## config.mk

```make
export PLATFORM = sky130hd
export DESIGN_NAME = phy_control_status_led_regs
export DESIGN_NICKNAME = d
export VERILOG_FILES = /design/src/hdl/phy_regs_pkg.sv /design/src/hdl/led_drive_if.sv /design/src/hdl/led_driver.sv /design/src/hdl/phy_control_status_led_regs.sv
export SDC_FILE = /design/constraint.sdc
export NUM_CORES = 1
export LEC_CHECK = 0
export BUFFER_PORTS_ARGS = -buffer_cell sky130_fd_sc_hd__buf_4
export CORE_ASPECT_RATIO = 1.1
export CORE_MARGIN = 2
export CORE_UTILIZATION = 55
export DETAILED_ROUTE_END_ITERATION = 12
export HOLD_SLACK_MARGIN = 0.08
export PLACE_DENSITY = 0.84
export SYNTH_ARGS = -nofsm -noshare
export SYNTH_HDL_FRONTEND = slang
export SYNTH_SLANG_ARGS = --single-unit
```

## constraint.sdc

```tcl
create_clock -name i_clk -period 2.39 [get_ports i_clk]
set_input_delay 0.1195 -clock i_clk [delete_from_list [all_inputs] [get_ports i_clk]]
set_output_delay 0.1195 -clock i_clk [all_outputs]
set_load 0.005 [all_outputs]
```

## src/hdl/phy_regs_pkg.sv

```systemverilog
// constants for the phy control, status and led register bank
// assumes one 125 MHz system clock and a 5-bit management address
package phy_regs_pkg;

  // ****************************************
  // register addresses
  // ****************************************
  localparam logic [4:0] ADDR_CTRL_ONE = 5'h00;
  localparam logic [4:0] ADDR_STAT_ONE = 5'h01;
  localparam logic [4:0] ADDR_CTRL_TWO = 5'h10;
  localparam logic [4:0] ADDR_STAT_TWO = 5'h11;
  localparam logic [4:0] ADDR_IRQ_EN   = 5'h12;
  localparam logic [4:0] ADDR_IRQ_REQ  = 5'h13;
  localparam logic [4:0] ADDR_LED_CTL  = 5'h14;

  // ****************************************
  // field positions
  // ****************************************
  localparam int DUPLEX_BIT     = 8;
  localparam int LATCH_LINK_BIT = 2;
  localparam int FORCE_LINK_BIT = 14;
  localparam int TX_ACT_BIT     = 13;
  localparam int RX_ACT_BIT     = 12;
  localparam int COL_BIT        = 11;
  localparam int LINK_NOW_BIT   = 10;
  localparam int LED_A_LSB      = 8;
  localparam int LED_B_LSB      = 4;
  localparam int STRETCH_SEL_LSB = 2;
  localparam int STRETCH_ON_BIT = 1;
  localparam int PLNK_IE_BIT    = 4;
  localparam int PGE_IE_BIT     = 1;
  localparam int PLNK_IF_BIT    = 4;
  localparam int PG_IF_BIT      = 2;
  localparam int LINK_IRQ_BIT   = 4;

  // ****************************************
  // masks and values after reset
  // ****************************************
  localparam logic [15:0] CTRL_ONE_WMASK = 16'hCD80;
  localparam logic [15:0] CTRL_TWO_WMASK = 16'h7FFF;
  localparam logic [15:0] IRQ_EN_WMASK   = 16'h0012;
  localparam logic [15:0] STAT_ONE_FIXED = 16'h1800;
  localparam logic [15:0] CTRL_ONE_RST   = 16'h0000;
  localparam logic [15:0] CTRL_TWO_RST   = 16'h0000;
  localparam logic [15:0] LED_CTL_RST    = 16'h3422;
  localparam logic [15:0] IRQ_EN_RST     = 16'h0000;
  localparam logic [7:0]  EIR_IMPL_MASK  = 8'h7B;

  // ****************************************
  // led function codes
  // ****************************************
  typedef enum logic [3:0] {
    LED_TX       = 4'h1,
    LED_RX       = 4'h2,
    LED_COL      = 4'h3,
    LED_LINK     = 4'h4,
    LED_DUPLEX   = 4'h5,
    LED_TXRX     = 4'h7,
    LED_ON       = 4'h8,
    LED_OFF      = 4'h9,
    LED_FAST     = 4'hA,
    LED_SLOW     = 4'hB,
    LED_LINK_RX  = 4'hC,
    LED_LINK_ALL = 4'hD
  } led_func_t;

  // ****************************************
  // times and derived cycle counts
  // ****************************************
  localparam int CLK_FREQ_MHZ          = 125;
  localparam int NORMAL_STRETCH_TIME_MS = 40;
  localparam int MEDIUM_STRETCH_TIME_MS = 80;
  localparam int LONG_STRETCH_TIME_MS   = 160;
  localparam int BLINK_FAST_HALF_MS     = 100;
  localparam int BLINK_SLOW_HALF_MS     = 500;
  localparam int NORMAL_STRETCH_CYC = NORMAL_STRETCH_TIME_MS * 1000 * CLK_FREQ_MHZ;
  localparam int MEDIUM_STRETCH_CYC = MEDIUM_STRETCH_TIME_MS * 1000 * CLK_FREQ_MHZ;
  localparam int LONG_STRETCH_CYC   = LONG_STRETCH_TIME_MS * 1000 * CLK_FREQ_MHZ;
  localparam int BLINK_FAST_CYC     = BLINK_FAST_HALF_MS * 1000 * CLK_FREQ_MHZ;
  localparam int BLINK_SLOW_CYC     = BLINK_SLOW_HALF_MS * 1000 * CLK_FREQ_MHZ;

endpackage

```

## src/hdl/led_drive_if.sv

```systemverilog
// carrier between the register bank and one led driver
// assumes both ends sit on the same system clock
`timescale 1ns/100ps
interface led_drive_if;
  logic [3:0]  func;
  logic        stretch_on;
  logic [31:0] stretch_cyc;
  logic        tx;
  logic        rx;
  logic        col;
  logic        link;
  logic        duplex;
  logic        blink_fast;
  logic        blink_slow;
  logic        led;

  modport ctrl (output func, stretch_on, stretch_cyc, tx, rx, col, link, duplex,
                blink_fast, blink_slow, input led);
  modport drv  (input func, stretch_on, stretch_cyc, tx, rx, col, link, duplex,
                blink_fast, blink_slow, output led);
endinterface

```

## src/hdl/led_driver.sv

```systemverilog
// one led output with selectable function and pulse stretching
// assumes status levels already synchronised to i_clk
`timescale 1ns/100ps
module led_driver
  import phy_regs_pkg::*;
(
  // clock and reset
  input  wire logic i_clk,
  input  wire logic i_rst_n,
  input  wire logic i_ce,
  // settings and status
  led_drive_if.drv  bus
);

  typedef struct packed {
    logic [31:0] cnt;
    logic        led;
  } drv_state_t;

  drv_state_t q;
  drv_state_t d;
  logic       ev;
  logic       can_str;
  logic       always_str;
  logic       shown;

  // ****************************************
  // event select, stretch and output
  // ****************************************
  always_comb
  begin
    d          = q;
    ev         = 1'b0;
    can_str    = 1'b0;
    always_str = 1'b0;
    case (bus.func)
      LED_TX:       begin ev = bus.tx;            can_str = 1'b1; end
      LED_RX:       begin ev = bus.rx;            can_str = 1'b1; end
      LED_COL:      begin ev = bus.col;           can_str = 1'b1; end
      LED_TXRX:     begin ev = bus.tx | bus.rx;   can_str = 1'b1; end
      LED_LINK_RX:  begin ev = bus.rx;            always_str = 1'b1; end
      LED_LINK_ALL: begin ev = bus.tx | bus.rx;   always_str = 1'b1; end
      default:      ev = 1'b0;
    endcase
    // a fresh event restarts the stretch so bursts read as one pulse
    if (ev)
      d.cnt = bus.stretch_cyc;
    else if (q.cnt != 32'h0000_0000)
      d.cnt = q.cnt - 32'h0000_0001;
    if (always_str || (can_str && bus.stretch_on))
      shown = ev | (q.cnt != 32'h0000_0000);
    else
      shown = ev;
    case (bus.func)
      LED_TX, LED_RX, LED_COL, LED_TXRX: d.led = shown;
      LED_LINK:     d.led = bus.link;
      LED_DUPLEX:   d.led = bus.duplex;
      LED_ON:       d.led = 1'b1;
      LED_OFF:      d.led = 1'b0;
      LED_FAST:     d.led = bus.blink_fast;
      LED_SLOW:     d.led = bus.blink_slow;
      // lit on link, activity blinks it dark
      LED_LINK_RX, LED_LINK_ALL: d.led = bus.link ^ shown;
      default:      d.led = 1'b0;
    endcase
  end

  always_ff @(posedge i_clk)
  begin
    if (!i_rst_n)
      q <= '0;
    else if (i_ce)
      q <= d;
  end

  assign bus.led = q.led;

endmodule

```

## src/hdl/phy_control_status_led_regs.sv

```systemverilog
// phy control, status and led register bank with interrupt front end
// assumes a management port on i_clk and raw phy status from pins
`timescale 1ns/100ps
module phy_control_status_led_regs
  import phy_regs_pkg::*;
#(
  parameter int STRETCH_N_CYC = NORMAL_STRETCH_CYC,
  parameter int STRETCH_M_CYC = MEDIUM_STRETCH_CYC,
  parameter int STRETCH_L_CYC = LONG_STRETCH_CYC,
  parameter int BLINK_F_CYC   = BLINK_FAST_CYC,
  parameter int BLINK_S_CYC   = BLINK_SLOW_CYC
)
(
  // clock, reset, enable
  input  wire logic        i_clk,
  input  wire logic        i_rst_n,
  input  wire logic        i_ce,
  // management port
  input  wire logic [4:0]  i_mii_addr,
  input  wire logic        i_mii_wr,
  input  wire logic        i_mii_rd,
  input  wire logic [15:0] i_mii_wdata,
  output logic      [15:0] o_mii_rdata,
  output logic             o_mii_rvalid,
  // raw phy status pins
  input  wire logic        i_link_pin,
  input  wire logic        i_tx_pin,
  input  wire logic        i_rx_pin,
  // phy mode outputs
  output logic             o_full_duplex,
  output logic             o_tx_allowed,
  output logic             o_half_duplex_loopback_off,
  output logic             o_rx_input_normal,
  // leds
  output logic             o_led_a_a,
  output logic             o_led_b_b,
  // interrupt front end
  input  wire logic [7:0]  i_irq_events,
  input  wire logic [7:0]  i_irq_flag_clr,
  input  wire logic [7:0]  i_eth_irq_enable_reg,
  input  wire logic        i_eth_global_irq_enable,
  output logic      [7:0]  o_eth_irq_flag_reg,
  output logic             o_eth_master_irq_flag
);

  localparam int NLED = 2;

  typedef struct packed {
    logic [2:0]  sync_a;
    logic [2:0]  sync_b;
    logic [15:0] ctrl_one;
    logic [15:0] ctrl_two;
    logic [15:0] led_ctl;
    logic [15:0] irq_en;
    logic        latched_link_up;
    logic        plnk_if;
    logic        pg_if;
    logic        link_prev;
    logic [7:0]  irq_flags;
    logic        master;
    logic [15:0] rdata;
    logic        rvalid;
    logic        full_duplex;
    logic        tx_allowed;
    logic        loop_off;
    logic        rx_normal;
    logic [31:0] fast_cnt;
    logic [31:0] slow_cnt;
    logic        fast_lvl;
    logic        slow_lvl;
    logic [1:0]  leds;
  } state_t;

  state_t      q;
  state_t      d;
  logic        link_up_now;
  logic        tx_active;
  logic        rx_active;
  logic        collision_active;
  logic        link_change;
  logic [15:0] stat_one;
  logic [15:0] stat_two;
  logic [15:0] irq_req;
  logic [31:0] stretch_cyc;
  logic [NLED-1:0] led_raw;

  // ****************************************
  // live status from synchronised pins
  // ****************************************
  assign link_up_now      = q.sync_b[2];
  assign tx_active        = q.sync_b[1];
  assign rx_active        = q.sync_b[0];
  assign collision_active = tx_active & rx_active & ~q.ctrl_one[DUPLEX_BIT];
  assign link_change      = link_up_now ^ q.link_prev;

  always_comb
  begin
    stat_one = STAT_ONE_FIXED;
    stat_one[LATCH_LINK_BIT] = q.latched_link_up;
    stat_two = 16'h0000;
    stat_two[TX_ACT_BIT]   = tx_active;
    stat_two[RX_ACT_BIT]   = rx_active;
    stat_two[COL_BIT]      = collision_active;
    stat_two[LINK_NOW_BIT] = link_up_now;
    irq_req = 16'h0000;
    irq_req[PLNK_IF_BIT] = q.plnk_if;
    irq_req[PG_IF_BIT]   = q.pg_if;
  end

  // ****************************************
  // stretch time select
  // ****************************************
  always_comb
  begin
    case (q.led_ctl[STRETCH_SEL_LSB +: 2])
      2'b01:   stretch_cyc = 32'(STRETCH_M_CYC);
      2'b10:   stretch_cyc = 32'(STRETCH_L_CYC);
      // reserved setting falls back to the normal time
      default: stretch_cyc = 32'(STRETCH_N_CYC);
    endcase
  end

  // ****************************************
  // next state
  // ****************************************
  always_comb
  begin
    d = q;
    // first stage feeds only the second
    d.sync_a = {i_link_pin, i_tx_pin, i_rx_pin};
    d.sync_b = q.sync_a;
    d.link_prev = link_up_now;
    d.rvalid = 1'b0;

    // whole-word writes, only implemented bits stored except the led word, which is kept whole
    if (i_mii_wr)
    begin
      case (i_mii_addr)
        ADDR_CTRL_ONE: d.ctrl_one = i_mii_wdata & CTRL_ONE_WMASK;
        ADDR_CTRL_TWO: d.ctrl_two = i_mii_wdata & CTRL_TWO_WMASK;
        ADDR_LED_CTL:  d.led_ctl  = i_mii_wdata;
        ADDR_IRQ_EN:   d.irq_en   = i_mii_wdata & IRQ_EN_WMASK;
        default:       d.irq_en   = q.irq_en;
      endcase
    end

    // latch low on loss, reload on read of its register
    if (i_mii_rd && i_mii_addr == ADDR_STAT_ONE)
      d.latched_link_up = link_up_now;
    else
      d.latched_link_up = q.latched_link_up & link_up_now;

    // request flags clear on read, a same-cycle change still sets
    if (i_mii_rd && i_mii_addr == ADDR_IRQ_REQ)
    begin
      d.plnk_if = 1'b0;
      d.pg_if   = 1'b0;
      d.irq_flags[LINK_IRQ_BIT] = 1'b0;
    end
    if (link_change)
    begin
      d.plnk_if = 1'b1;
      if (q.irq_en[PLNK_IE_BIT] && q.irq_en[PGE_IE_BIT])
      begin
        d.pg_if = 1'b1;
        d.irq_flags[LINK_IRQ_BIT] = 1'b1;
      end
    end

    // other sources poll-able whatever the enables say
    d.irq_flags = (d.irq_flags & ~(i_irq_flag_clr & ~8'h10))
                | (i_irq_events & EIR_IMPL_MASK & ~8'h10);
    d.irq_flags = d.irq_flags & EIR_IMPL_MASK;
    d.master = |(d.irq_flags & i_eth_irq_enable_reg) & i_eth_global_irq_enable;

    // read answer one cycle after the strobe
    if (i_mii_rd)
    begin
      d.rvalid = 1'b1;
      case (i_mii_addr)
        ADDR_CTRL_ONE: d.rdata = q.ctrl_one;
        ADDR_STAT_ONE: d.rdata = stat_one;
        ADDR_CTRL_TWO: d.rdata = q.ctrl_two;
        ADDR_STAT_TWO: d.rdata = stat_two;
        ADDR_IRQ_EN:   d.rdata = q.irq_en;
        ADDR_IRQ_REQ:  d.rdata = irq_req;
        ADDR_LED_CTL:  d.rdata = q.led_ctl;
        default:       d.rdata = 16'h0000;
      endcase
    end

    d.full_duplex = q.ctrl_one[DUPLEX_BIT];
    // transmit gated on a partner unless forced up
    d.tx_allowed  = q.ctrl_two[FORCE_LINK_BIT] | link_up_now;
    // mode bits are driven as stored; clearing them is the user's risk
    d.loop_off    = q.ctrl_two[8];
    d.rx_normal   = q.ctrl_two[4];

    // free-running blink bases shared by both leds
    if (q.fast_cnt >= 32'(BLINK_F_CYC - 1))
    begin
      d.fast_cnt = 32'h0000_0000;
      d.fast_lvl = ~q.fast_lvl;
    end
    else
      d.fast_cnt = q.fast_cnt + 32'h0000_0001;
    if (q.slow_cnt >= 32'(BLINK_S_CYC - 1))
    begin
      d.slow_cnt = 32'h0000_0000;
      d.slow_lvl = ~q.slow_lvl;
    end
    else
      d.slow_cnt = q.slow_cnt + 32'h0000_0001;

    d.leds = led_raw;
  end

  // ****************************************
  // state register
  // ****************************************
  always_ff @(posedge i_clk)
  begin
    if (!i_rst_n)
    begin
      q          <= '0;
      q.ctrl_one <= CTRL_ONE_RST;
      q.ctrl_two <= CTRL_TWO_RST;
      q.led_ctl  <= LED_CTL_RST;
      q.irq_en   <= IRQ_EN_RST;
    end
    else if (i_ce)
      q <= d;
  end

  // ****************************************
  // led drivers
  // ****************************************
  generate
    for (genvar g = 0; g < NLED; g++)
    begin : gen_led
      led_drive_if lif ();
      // led a sits above led b in the control word
      assign lif.func        = q.led_ctl[(g == 0 ? LED_A_LSB : LED_B_LSB) +: 4];
      assign lif.stretch_on  = q.led_ctl[STRETCH_ON_BIT];
      assign lif.stretch_cyc = stretch_cyc;
      assign lif.tx          = tx_active;
      assign lif.rx          = rx_active;
      assign lif.col         = collision_active;
      assign lif.link        = link_up_now;
      assign lif.duplex      = q.ctrl_one[DUPLEX_BIT];
      assign lif.blink_fast  = q.fast_lvl;
      assign lif.blink_slow  = q.slow_lvl;
      assign led_raw[g]      = lif.led;
      led_driver u_drv (
        .i_clk   (i_clk),
        .i_rst_n (i_rst_n),
        .i_ce    (i_ce),
        .bus     (lif.drv)
      );
    end
  endgenerate

  // ****************************************
  // outputs
  // ****************************************
  assign o_mii_rdata                = q.rdata;
  assign o_mii_rvalid               = q.rvalid;
  assign o_full_duplex              = q.full_duplex;
  assign o_tx_allowed               = q.tx_allowed;
  assign o_half_duplex_loopback_off = q.loop_off;
  assign o_rx_input_normal          = q.rx_normal;
  assign o_led_a_a                  = q.leds[0];
  assign o_led_b_b                  = q.leds[1];
  assign o_eth_irq_flag_reg         = q.irq_flags;
  assign o_eth_master_irq_flag      = q.master;

endmodule

```

# --- After elaboration in Yosys (flattened, before gate mapping) ---
# Index checks and enable logic that the tools add are counted.
word_totals:
  ff_bits: 211
  out_inout_bits: 32
  wordCells: 139
op_classes:
  add_sub_neg: 4
  order_cmp: 2
  eq_ne: 30
  n_mux: 26
  n_bitwise: 18
  reduce_logical: 32
op_table:
  columns: ["cell", "count"]
  rows:
  - ["$mux 32", 6]
  - ["$pmux 16 s7", 1]
  - ["$add 32x1->32 const B", 2]
  - ["$reduce_bool 32->1", 2]
  - ["$sub 32x1->32 const B", 2]
  - ["$pmux 25 s2", 1]
  - ["$eq 4x4->1 const B", 10]
  - ["$ge 32x24->1 const B", 1]
  - ["$ge 32x26->1 const B", 1]
  - ["$eq 5x5->1 const B", 5]
  - ["$eq 4x3->1 const B", 6]
  - ["$eq 4x2->1 const B", 4]
  - ["$pmux 1 s7", 2]
  - ["$mux 1", 12]
  - ["$reduce_and 2->1", 6]
  - ["$reduce_and 3->1", 4]
  - ["$reduce_or 2->1", 6]
  - ["$and 7x8->8", 1]
  - ["$eq 4x1->1 const B", 2]
  - ["$pmux 1 s4", 2]
  - ["$reduce_or 4->1", 2]
  - ["$reduce_or 8->1", 1]
  - ["$and 7x7->7", 1]
  - ["$not 7->7", 1]
  - ["other kinds (13)", 31]

# --- Longest topological paths before layout ---
# Gate-level depths: netlist of the first run.
depth:
  depth_word: 10
  depth_mapped: 10

# --- By module ---
# A second synthesis of the first run with hierarchy kept.
unflattened:
  hier_cells: 1325
  hier_area_um2: 10879.2
modules_own_cells:
  columns: ["mod", "instances", "cells_each", "area_each_um2", "seq_area_each_um2"]
  rows:
  - ["phy_control_status_led_regs", 1, 741, 6442.4, 2902.8]
  - ["led_driver", 2, 292, 2218.4, 660.6]

# --- Least setup slack after synthesis of the first run ---
# Ideal clock, no wire load.
synth_path:
  kind: "reg-to-reg"
  startpoint: "reg gen_led[0].u_drv.q[9] in the netlist's numbering"
  endpoint: "reg gen_led[0].u_drv.q[17] in the netlist's numbering"
  setup_time_ps: 115
  arrival_time_ps: 2149
  required_ps: 2275
  path_slack_ps: 127
  stages_incl_launch_ff: 10
  n_path_buf: 3
  period_less_slack_ps: 2263
  cell_sequence: "dfxtp_1 -> or4_1 -> buf_6 -> nor4_4 -> nand4b_2 -> o21ai_2 -> buf_4 -> buf_6 -> a21oi_1 -> o21a_1"
synth_via:
  elab_chain_cells: 3
  elab_cells_between_ends: 6
  classes_between: "add/sub: 1; mux: 2; reduce/logical: 3"
synth_rtl:
  columns: ["element", "line", "rtl"]
  rows:
  - ["start, declared", "led_driver.sv:20", "drv_state_t q;"]
  - ["start signal, assigned", "led_driver.sv:71", "q <= '0;"]
  - ["start signal, assigned", "led_driver.sv:73", "q <= d;"]
  - ["$sub 32x1->32 or $reduce_bool 32->1 (tied branches)", "led_driver.sv:49, led_driver.sv:48", null]
  - ["$mux 32 or $reduce_bool 2->1 (tied branches)", null, null]
  - ["$mux 32 or $reduce_and 2->1 (tied branches)", null, null]
# Parallel ways exist; a longest one is shown, timed or not. The select of a mux whose other input is x is not followed.
# A chain may end at the register's enable or synchronous reset.

# --- Worst setup path in the final report of the first run ---
layout_path:
  startpoint: "reg gen_led[0].u_drv.q[17] in the netlist's numbering"
  endpoint: "reg gen_led[0].u_drv.q[13] in the netlist's numbering"
layout_via:
  elab_chain_cells: 3
layout_rtl:
  columns: ["element", "line", "rtl"]
  rows:
  - ["$reduce_bool 32->1", "led_driver.sv:48", "else if (q.cnt != 32'h0000_0000)"]
  - ["$reduce_bool 2->1 (no source line)", null, null]
  - ["$reduce_and 2->1 (no source line)", null, null]
# No other way between the ends.

==> results of run 1 <==
## final cells by class
| cell class | instances | area, sq um | area share |
|---|---|---|---|
| Clock buffer | 32 | 659 | 0.0504 |
| Clock inverter | 9 | 158 | 0.0121 |
| Inverter | 23 | 87.6 | 0.00669 |
| Tap cell | 247 | 309 | 0.0236 |
| Multi-Input combinational cell | 1004 | 6000 | 0.458 |
| Timing Repair Buffer | 196 | 1650 | 0.126 |
| Sequential cell | 211 | 4230 | 0.323 |
## critical path: cells and delay by family, from the launching register on
kind	cells	cell delay [ps]
AOI/OAI and AO/OA	2	360
buffers and inverters	2	390
DFF	1	350
and+or+nand+nor	4	1150
## logic make-up (layout without fill, tap and decap cells)
group / after synthesis / count (layout)
other cells: 1 / 2
buf+inv: 128 / 260
flops: 211 / 211
mux: 24 / 24
fa+ha+maj: 10 / 10
simple gates: 594 / 594
xor+xnor: 78 / 78
compound gates: 296 / 296
## cell usage in the layout, fill, tap and decap left out, types with 6 or more instances in the layout
cell type / instances
or4_1: 8
o21ai_0: 49
xor2_1: 50
ha_1: 10
nand4_1: 29
and2_1: 9
nor2_1: 206
buf_4: 150
o211ai_1: 17
a21o_1: 9
dfxtp_1: 210
nand2b_1: 13
o2111ai_1: 10
nor3_1: 38
nand2_1: 140
and3_1: 16
a31oi_1: 17
nor2b_1: 11
xnor2_1: 28
or3_1: 9
o21a_1: 6
dlygate4sd3_1: 40
nand3_1: 52
clkbuf_16: 25
a22oi_1: 19
mux2i_1: 22
nor4_1: 16
a21oi_1: 108
inv_1: 22
## report_power, final
| group | total, mW | internal, mW | switching, mW |
|---|---|---|---|
| registers | 4.50 | 4.02 | 0.475 |
| logic | 7.31 | 3.37 | 3.93 |
| clock network | 3.83 | 2.36 | 1.47 |
| total | 15.6 | 9.76 | 5.88 |
## through the flow
stage,hold slack (ps),setup WS (ps),utilization
floorplan,244,127,-
global placement,344,5.44,0.610
detailed placement,351,-131,0.610
CTS,91.1,18.5,0.674
global route,138,-27.5,0.685
finish,114,64.1,0.685
## how the worst max path moves through the flow
stage / endpoint / start
3_3_place_gp: gen_led[1].u_drv.q[20] / gen_led[1].u_drv.q[19]
5_1_grt: gen_led[0].u_drv.q[23] / gen_led[0].u_drv.q[14]
3_5_place_dp: gen_led[0].u_drv.bus.led / gen_led[0].u_drv.q[2]
2_1_floorplan: gen_led[0].u_drv.q[17] / gen_led[0].u_drv.q[9]
4_1_cts: gen_led[1].u_drv.q[28] / gen_led[1].u_drv.q[15]
6_report: gen_led[0].u_drv.q[13] / gen_led[0].u_drv.q[17]
## synthesized netlist by cell type (17+ instances only)
cell / count / area share
buf_4: 27 / 0.019
a21oi_1: 109 / 0.051
nor4_1: 17 / 0.010
nor2_1: 206 / 0.072
nand2_1: 141 / 0.050
nand3_1: 52 / 0.024
nor3_1: 42 / 0.020
o21ai_0: 50 / 0.023
a22oi_1: 19 / 0.013
clkbuf_1: 64 / 0.023
and3_1: 17 / 0.010
dfxtp_1: 211 / 0.40
xnor2_1: 28 / 0.023
a31oi_1: 17 / 0.010
mux2i_1: 22 / 0.021
o211ai_1: 17 / 0.012
nand4_1: 29 / 0.017
inv_1: 22 / 0.0077
xor2_1: 50 / 0.041
## timing repair
| item | in CTS | in global routing |
|---|---|---|
| resized for setup | 5 | 25 |
| pin swaps | 0 | 6 |
| setup endpoints to repair | 4 | 50 |
| endpoints found under the hold margin | 54 | 0 |
| gates cloned | 0 | 2 |
| hold buffers | 40 | 0 |
| buffers inserted | 0 | 3 |
## routing by layer
metal / global-route usage / up-vias / part of all wire
li1: - / 4955 / -
met1: 0.339 / 4977 / 0.39
met2: 0.491 / 520 / 0.49
met3: 0.0448 / 123 / 0.072
met4: 0.125 / 0 / 0.039
met5: 0 / - / 0
==> results by group, run 1 <==
Status
  • Status: finished clean

Final layout
  • Final nets: ~1,500
  • N_diodes: 0
  • Share of cells above drive strength 1: 0.167
  • Final Cell Area: approximately 13,000 sq um
  • Largest register FFs: 93
  • Non-Filler Instances: ~1,700
  • Top reg by flops: q
  • Number of fill cells: 1,390
  • Area growth syn-to-layout: 22.5%

GRT
  • Global-route usage over all layers: 0.281
  • First-pass GRT wire length: 47,900 um
  • Vias in the first global route: between 10,000 and 15,000
  • Largest net degree at the start of global routing: 51
  • GRT Residual Overflow: 0
  • Initial antenna violation count: 0

Placed design
  • Area after DPL: 11,600 sq um
  • DP HPWL: between 15,000 and 20,000 um
  • Placed cells: 1,636
  • PortBufs: 75
  • GPL Wtd Cong: 0.945

Synth
  • FF+latch count, synth: roughly 210
  • Post-synthesis simple-gate area fraction: 0.269
  • Async set-reset flop share out of synthesis: 0
  • Multiplexer share of the synthesized area: 0.0227
  • Syn Inst Count: 1,342
  • Syn Area/Cell: between 7 and 8 sq um
  • Adder-cell share of the synthesized area: 0.0117
  • Cell variety after synth: just over 90
  • Synth Cell Area: between 10,000 and 15,000 sq um
  • Post-synth EDFFs: 0
  • Register area share after synthesis: 0.396
  • Combinational family with the most area after synthesis: simple AND/OR/NAND/NOR gates
  • Compound-gate portion of the synthesized area: 0.180
  • Synth Area in XOR/XNOR: 0.0640
  • Top FF cell, synth: dfxtp_1
  • Synth warn: 0

Timing
  • Sum Neg Setup Slack: 0 ps
  • Slew margin rel.: 0.424
  • Setup Viol. Count Final: 0
  • Final Hold Fails: 0
  • Worst Max-Slew Pin Slew: between 800 and 900 ps
  • Max Slew Vio Count: 0
  • Final min period: about 2300 ps
  • Final Cycle Share: 0.973
  • Post-Route Skew: 19.6 ps
  • Fmax achieved: 430 MHz

Detailed routing
  • DR vias: 10,600
  • # DRC: 0
  • Routed vias/inst: just over 6
  • DRT Pass-1 Iters: 5
  • Routed len/inst: 17.3 um
  • Antenna Nets Post-Route: 0
  • DRT Wirelength: about 30,000 um
  • Initial DRC Count: 1,064

CTS
  • Clock-pin slew on the worst setup and hold paths: approximately 60 ps
  • CTS Buf Count: 23
  • Sink Count: approximately 210
  • H-Tree Depth: 1
  • Clock Latency Late Sink: 520 ps
  • TritonCTS clock tree: done
  • Clock Path Buffers: 3
  • Clock Tree Root: clkbuf_16

Floorplanning
  • IO Pins: 86
  • Rows: 53
  • Starting Density: 0.559
  • Die Wd: about 140 um
  • Die height: between 150 and 200 um
  • CORE AREA: between 15,000 and 20,000 sq um
  • DIE AREA: 20,500 sq um

Critical path
  • Reg-to-reg startpoint: gen_led[0].u_drv.q[17]
  • Worst Reg-to-Reg Cells: 8
  • Kind of critical path: reg2reg
  • CP max-delay cell: or4_1
  • Worst setup EP type: register
  • Worst path cell trace: or4_1 -> nor4_4 -> buf_4 -> nand4b_4 -> o21ai_4 -> clkbuf_16 -> a21oi_1 -> nor3_2
  • Reg2Reg Capture Point: gen_led[0].u_drv.q[13]
  • Worst endpoint required time: 2840 ps
  • Reg2Reg Setup Slack: about 64 ps
  • Worst Path Arrival: approximately 2800 ps
  • Largest stage delay, worst path: about 600 ps
  • CP Max Fanout: 14
  • Startpoint types: register

Min path
  • HP Start: i_mii_addr[0]
  • Hold Path Depth: 4
  • Worst min path class: in2reg
  • Worst hold endpoint: o_eth_irq_flag_reg[4]

Power and ir drop
  • Max rail drop VDD: between 0.7 and 0.8 mV
  • Pleak: roughly 5 nW
  • Total power divided by cell area: 1200 nW/um^2
  • Final total power: 15.6 mW

Flow run
  • Max_cap viols: 0
No activity file was read; power rests on OpenSTA's default activity.
==> inputs of run 2 (changes only) <==
--- a/config.mk
+++ b/config.mk
@@ -6,12 +6,13 @@
 export NUM_CORES = 1
 export LEC_CHECK = 0
 export BUFFER_PORTS_ARGS = -buffer_cell sky130_fd_sc_hd__buf_4
-export CORE_ASPECT_RATIO = 1.1
+export CORE_ASPECT_RATIO = 0.8
 export CORE_MARGIN = 2
 export CORE_UTILIZATION = 55
 export DETAILED_ROUTE_END_ITERATION = 12
 export HOLD_SLACK_MARGIN = 0.08
 export PLACE_DENSITY = 0.84
+export SETUP_SLACK_MARGIN = 0.15
 export SYNTH_ARGS = -nofsm -noshare
 export SYNTH_HDL_FRONTEND = slang
 export SYNTH_SLANG_ARGS = --single-unit
==> run 2 against run 1 <==
  * Global-route usage grew 0.055 points
  * Register-to-register slack improved by 30 ps
  * Combinational power grew 13%
  * Highest routed layer unchanged
  * Worst setup slack better by 31 ps
  * Sequential cell count stayed put
  * Via count grew 0.74%
==> results by group, run 2 (synthesis results as in run 1) <==
Timing
  • Final Cycle Share: 0.960
  • Slew margin rel.: 0.439
  • Final Hold Fails: 0
  • Hold WS: ~120 ps
  • Setup Viol. Count Final: 0
  • Final min period: approximately 2300 ps
  • Fmax achieved: approximately 440 MHz
  • Post-Route Skew: about 34 ps
  • Max Slew Vio Count: 0
  • Worst Max-Slew Pin Slew: a little over 800 ps
  • RSZ-0062 raised after global routing: true
  • Fin worst setup slack: 95.4 ps

Status
  • Status: finished clean

Critical path
  • CP Max Fanout: 14
  • Largest stage delay, worst path: between 500 and 600 ps
  • Worst setup EP type: register
  • Crit path capture: gen_led[0].u_drv.q[9]
  • Worst Path Arrival: around 2800 ps
  • Worst Reg-to-Reg Cells: 7
  • Reg2Reg Setup Slack: 100 ps
  • Worst Setup SP: gen_led[0].u_drv.q[17]
  • Worst endpoint required time: 2850 ps
  • Reg-to-reg startpoint: gen_led[0].u_drv.q[17]
  • Startpoint types: register
  • Kind of critical path: reg2reg
  • CP max-delay cell: or4_4
  • Worst path cell trace: or4_4 -> nor4_4 -> nand4b_4 -> o21ai_4 -> clkbuf_16 -> o21ai_0 -> a21oi_1
  • Reg2Reg Capture Point: gen_led[0].u_drv.q[9]

CTS
  • Clock-pin slew on the worst setup and hold paths: about 60 ps
  • Clock Latency Late Sink: around 540 ps
  • Clock Tree Root: clkbuf_16
  • H-Tree Depth: 1
  • CTS Buf Count: 22
  • TritonCTS clock tree: done
  • Clock Path Buffers: 3
  • Sink Count: about 210

Final layout
  • Share of cells above drive strength 1: 0.192
  • Most common cell after layout, fill and taps aside: nor2_1
  • N_diodes: 0
  • Final nets: 1,531
  • Commonest non-fill, non-tap cells in the layout: 205 x nor2_1, 200 x dfxtp_1, 148 x buf_4
  • Area growth syn-to-layout: 25.0%
  • Top reg by flops: q
  • Largest register FFs: slightly above 90
  • Final core occ: 0.703

Flow run
  • Max_cap viols: 0

Detailed routing
  • Initial DRC Count: 1,297
  • Antenna Nets Post-Route: 0
  • Routed vias/inst: between 6 and 7
  • DRT Wirelength: 30,900 um
  • # DRC: 0
  • Routed len/inst: around 18 um
  • DR vias: roughly 11,000
  • DRT Pass-1 Iters: 6

Floorplanning
  • Starting Density: 0.563
  • Die height: 129 um
  • CORE AREA: 19,000 sq um
  • IO Pins: between 80 and 90
  • Die Wd: 160 um
  • Rows: 45
  • DIE AREA: between 20,000 and 25,000 sq um

Power and ir drop
  • P_sw: between 6 and 7 mW
  • Max rail drop VDD: slightly below 0.7 mV
  • Sw Ratio: 0.389
  • Final total power: ~16 mW
  • Clock power share: 0.222
  • Pleak: 5.10 nW
  • Int Power: 10.1 mW
  • Sequential power share: 0.275
  • Total power divided by cell area: 1240 nW/um^2
  • Combinational share of power: 0.503

GRT
  • Vias in the first global route: slightly below 10,000
  • GRT Residual Overflow: 0
  • Initial antenna violation count: 0
  • Global-route usage over all layers: 0.281
  • Largest net degree at the start of global routing: 85
  • First-pass GRT wire length: a little under 50,000 um

Placed design
  • Place WS: -31.3 ps
  • DP HPWL: 18,300 um
  • GPL Wtd Cong: between 0.9 and 1
  • PortBufs: 75

Min path
  • Worst min path class: in2reg
-- run 2: cell count changes in the layout (fill, tap and decap cells not counted), sizes merged --
| cell | delta |
|---|---|
| buf | +7 |
| clkinv | +4 |
| clkbuf | -3 |
| a31oi | +1 |
| bufinv | -1 |
| inv | -1 |
-- run 2: per-layer routing --
layer / routed length, um / global-route usage
met2: 14000 / 0.458
met3: 2920 / 0.0490
met1: 12900 / 0.378
met4: 1090 / 0.108
met5: 0 / 0
-- run 2: layout make-up --
cell class / count / area, sq um
clock buffers: 28 / 613
clock inverters: 11 / 166
fillers: 1357 / 5630
inverters: 23 / 87.6
multi-input cells: 1005 / 6120
flip-flops and latches: 211 / 4240
well taps: 258 / 323
repair buffers: 204 / 1790
-- run 2: worst min path at each step --
stage / end / start / depth (start not counted)
3_5_place_dp: q[131] / i_mii_wdata[13] / 3
6_report: irq_req[2] / i_mii_addr[0] / 4
3_3_place_gp: q[130] / i_mii_wdata[12] / 3
5_1_grt: q[133] / i_mii_wr / 4
4_1_cts: irq_req[2] / i_mii_addr[0] / 4
2_1_floorplan: gen_led[0].lif.stretch_on / i_mii_wdata[1] / 2
-- run 2: power groups by stage --
stage	Clock, mW	Sequential, mW	Combinational (mW)
2_1_floorplan	0	4.46	4.40
3_3_place_gp	0	4.51	6.27
3_5_place_dp	0	4.52	6.40
4_1_cts	3.68	4.46	6.85
5_1_grt	3.82	4.59	8.86
6_report	3.66	4.54	8.29
-- run 2: critical path, delay by kind of cell, from the launching register on --
family	cells	cell delay, ps
buf+inv	1	230
compound gates	3	550
flops	1	320
simple gates	3	1130
-- run 2: per-stage QoR --
step | setup TNS, ps | instances | cell area, sq um
3_5_place_dp | -31.3 | 1646 | 11700
4_1_cts | 0 | 1726 | 13000
6_report | 0 | 1740 | 13300
2_1_floorplan | 0 | 1343 | 10700
5_1_grt | 0 | 1740 | 13300
3_3_place_gp | 0 | 1646 | 11700
-- run 2: timing repair --
action,4_1_cts,5_1_grt
gates cloned,0,4
setup endpoints to repair,94,97
buffers inserted,1,10
gates resized for setup,20,60
hold buffers,40,0
pin swaps,5,24
endpoints found under the hold margin,53,0
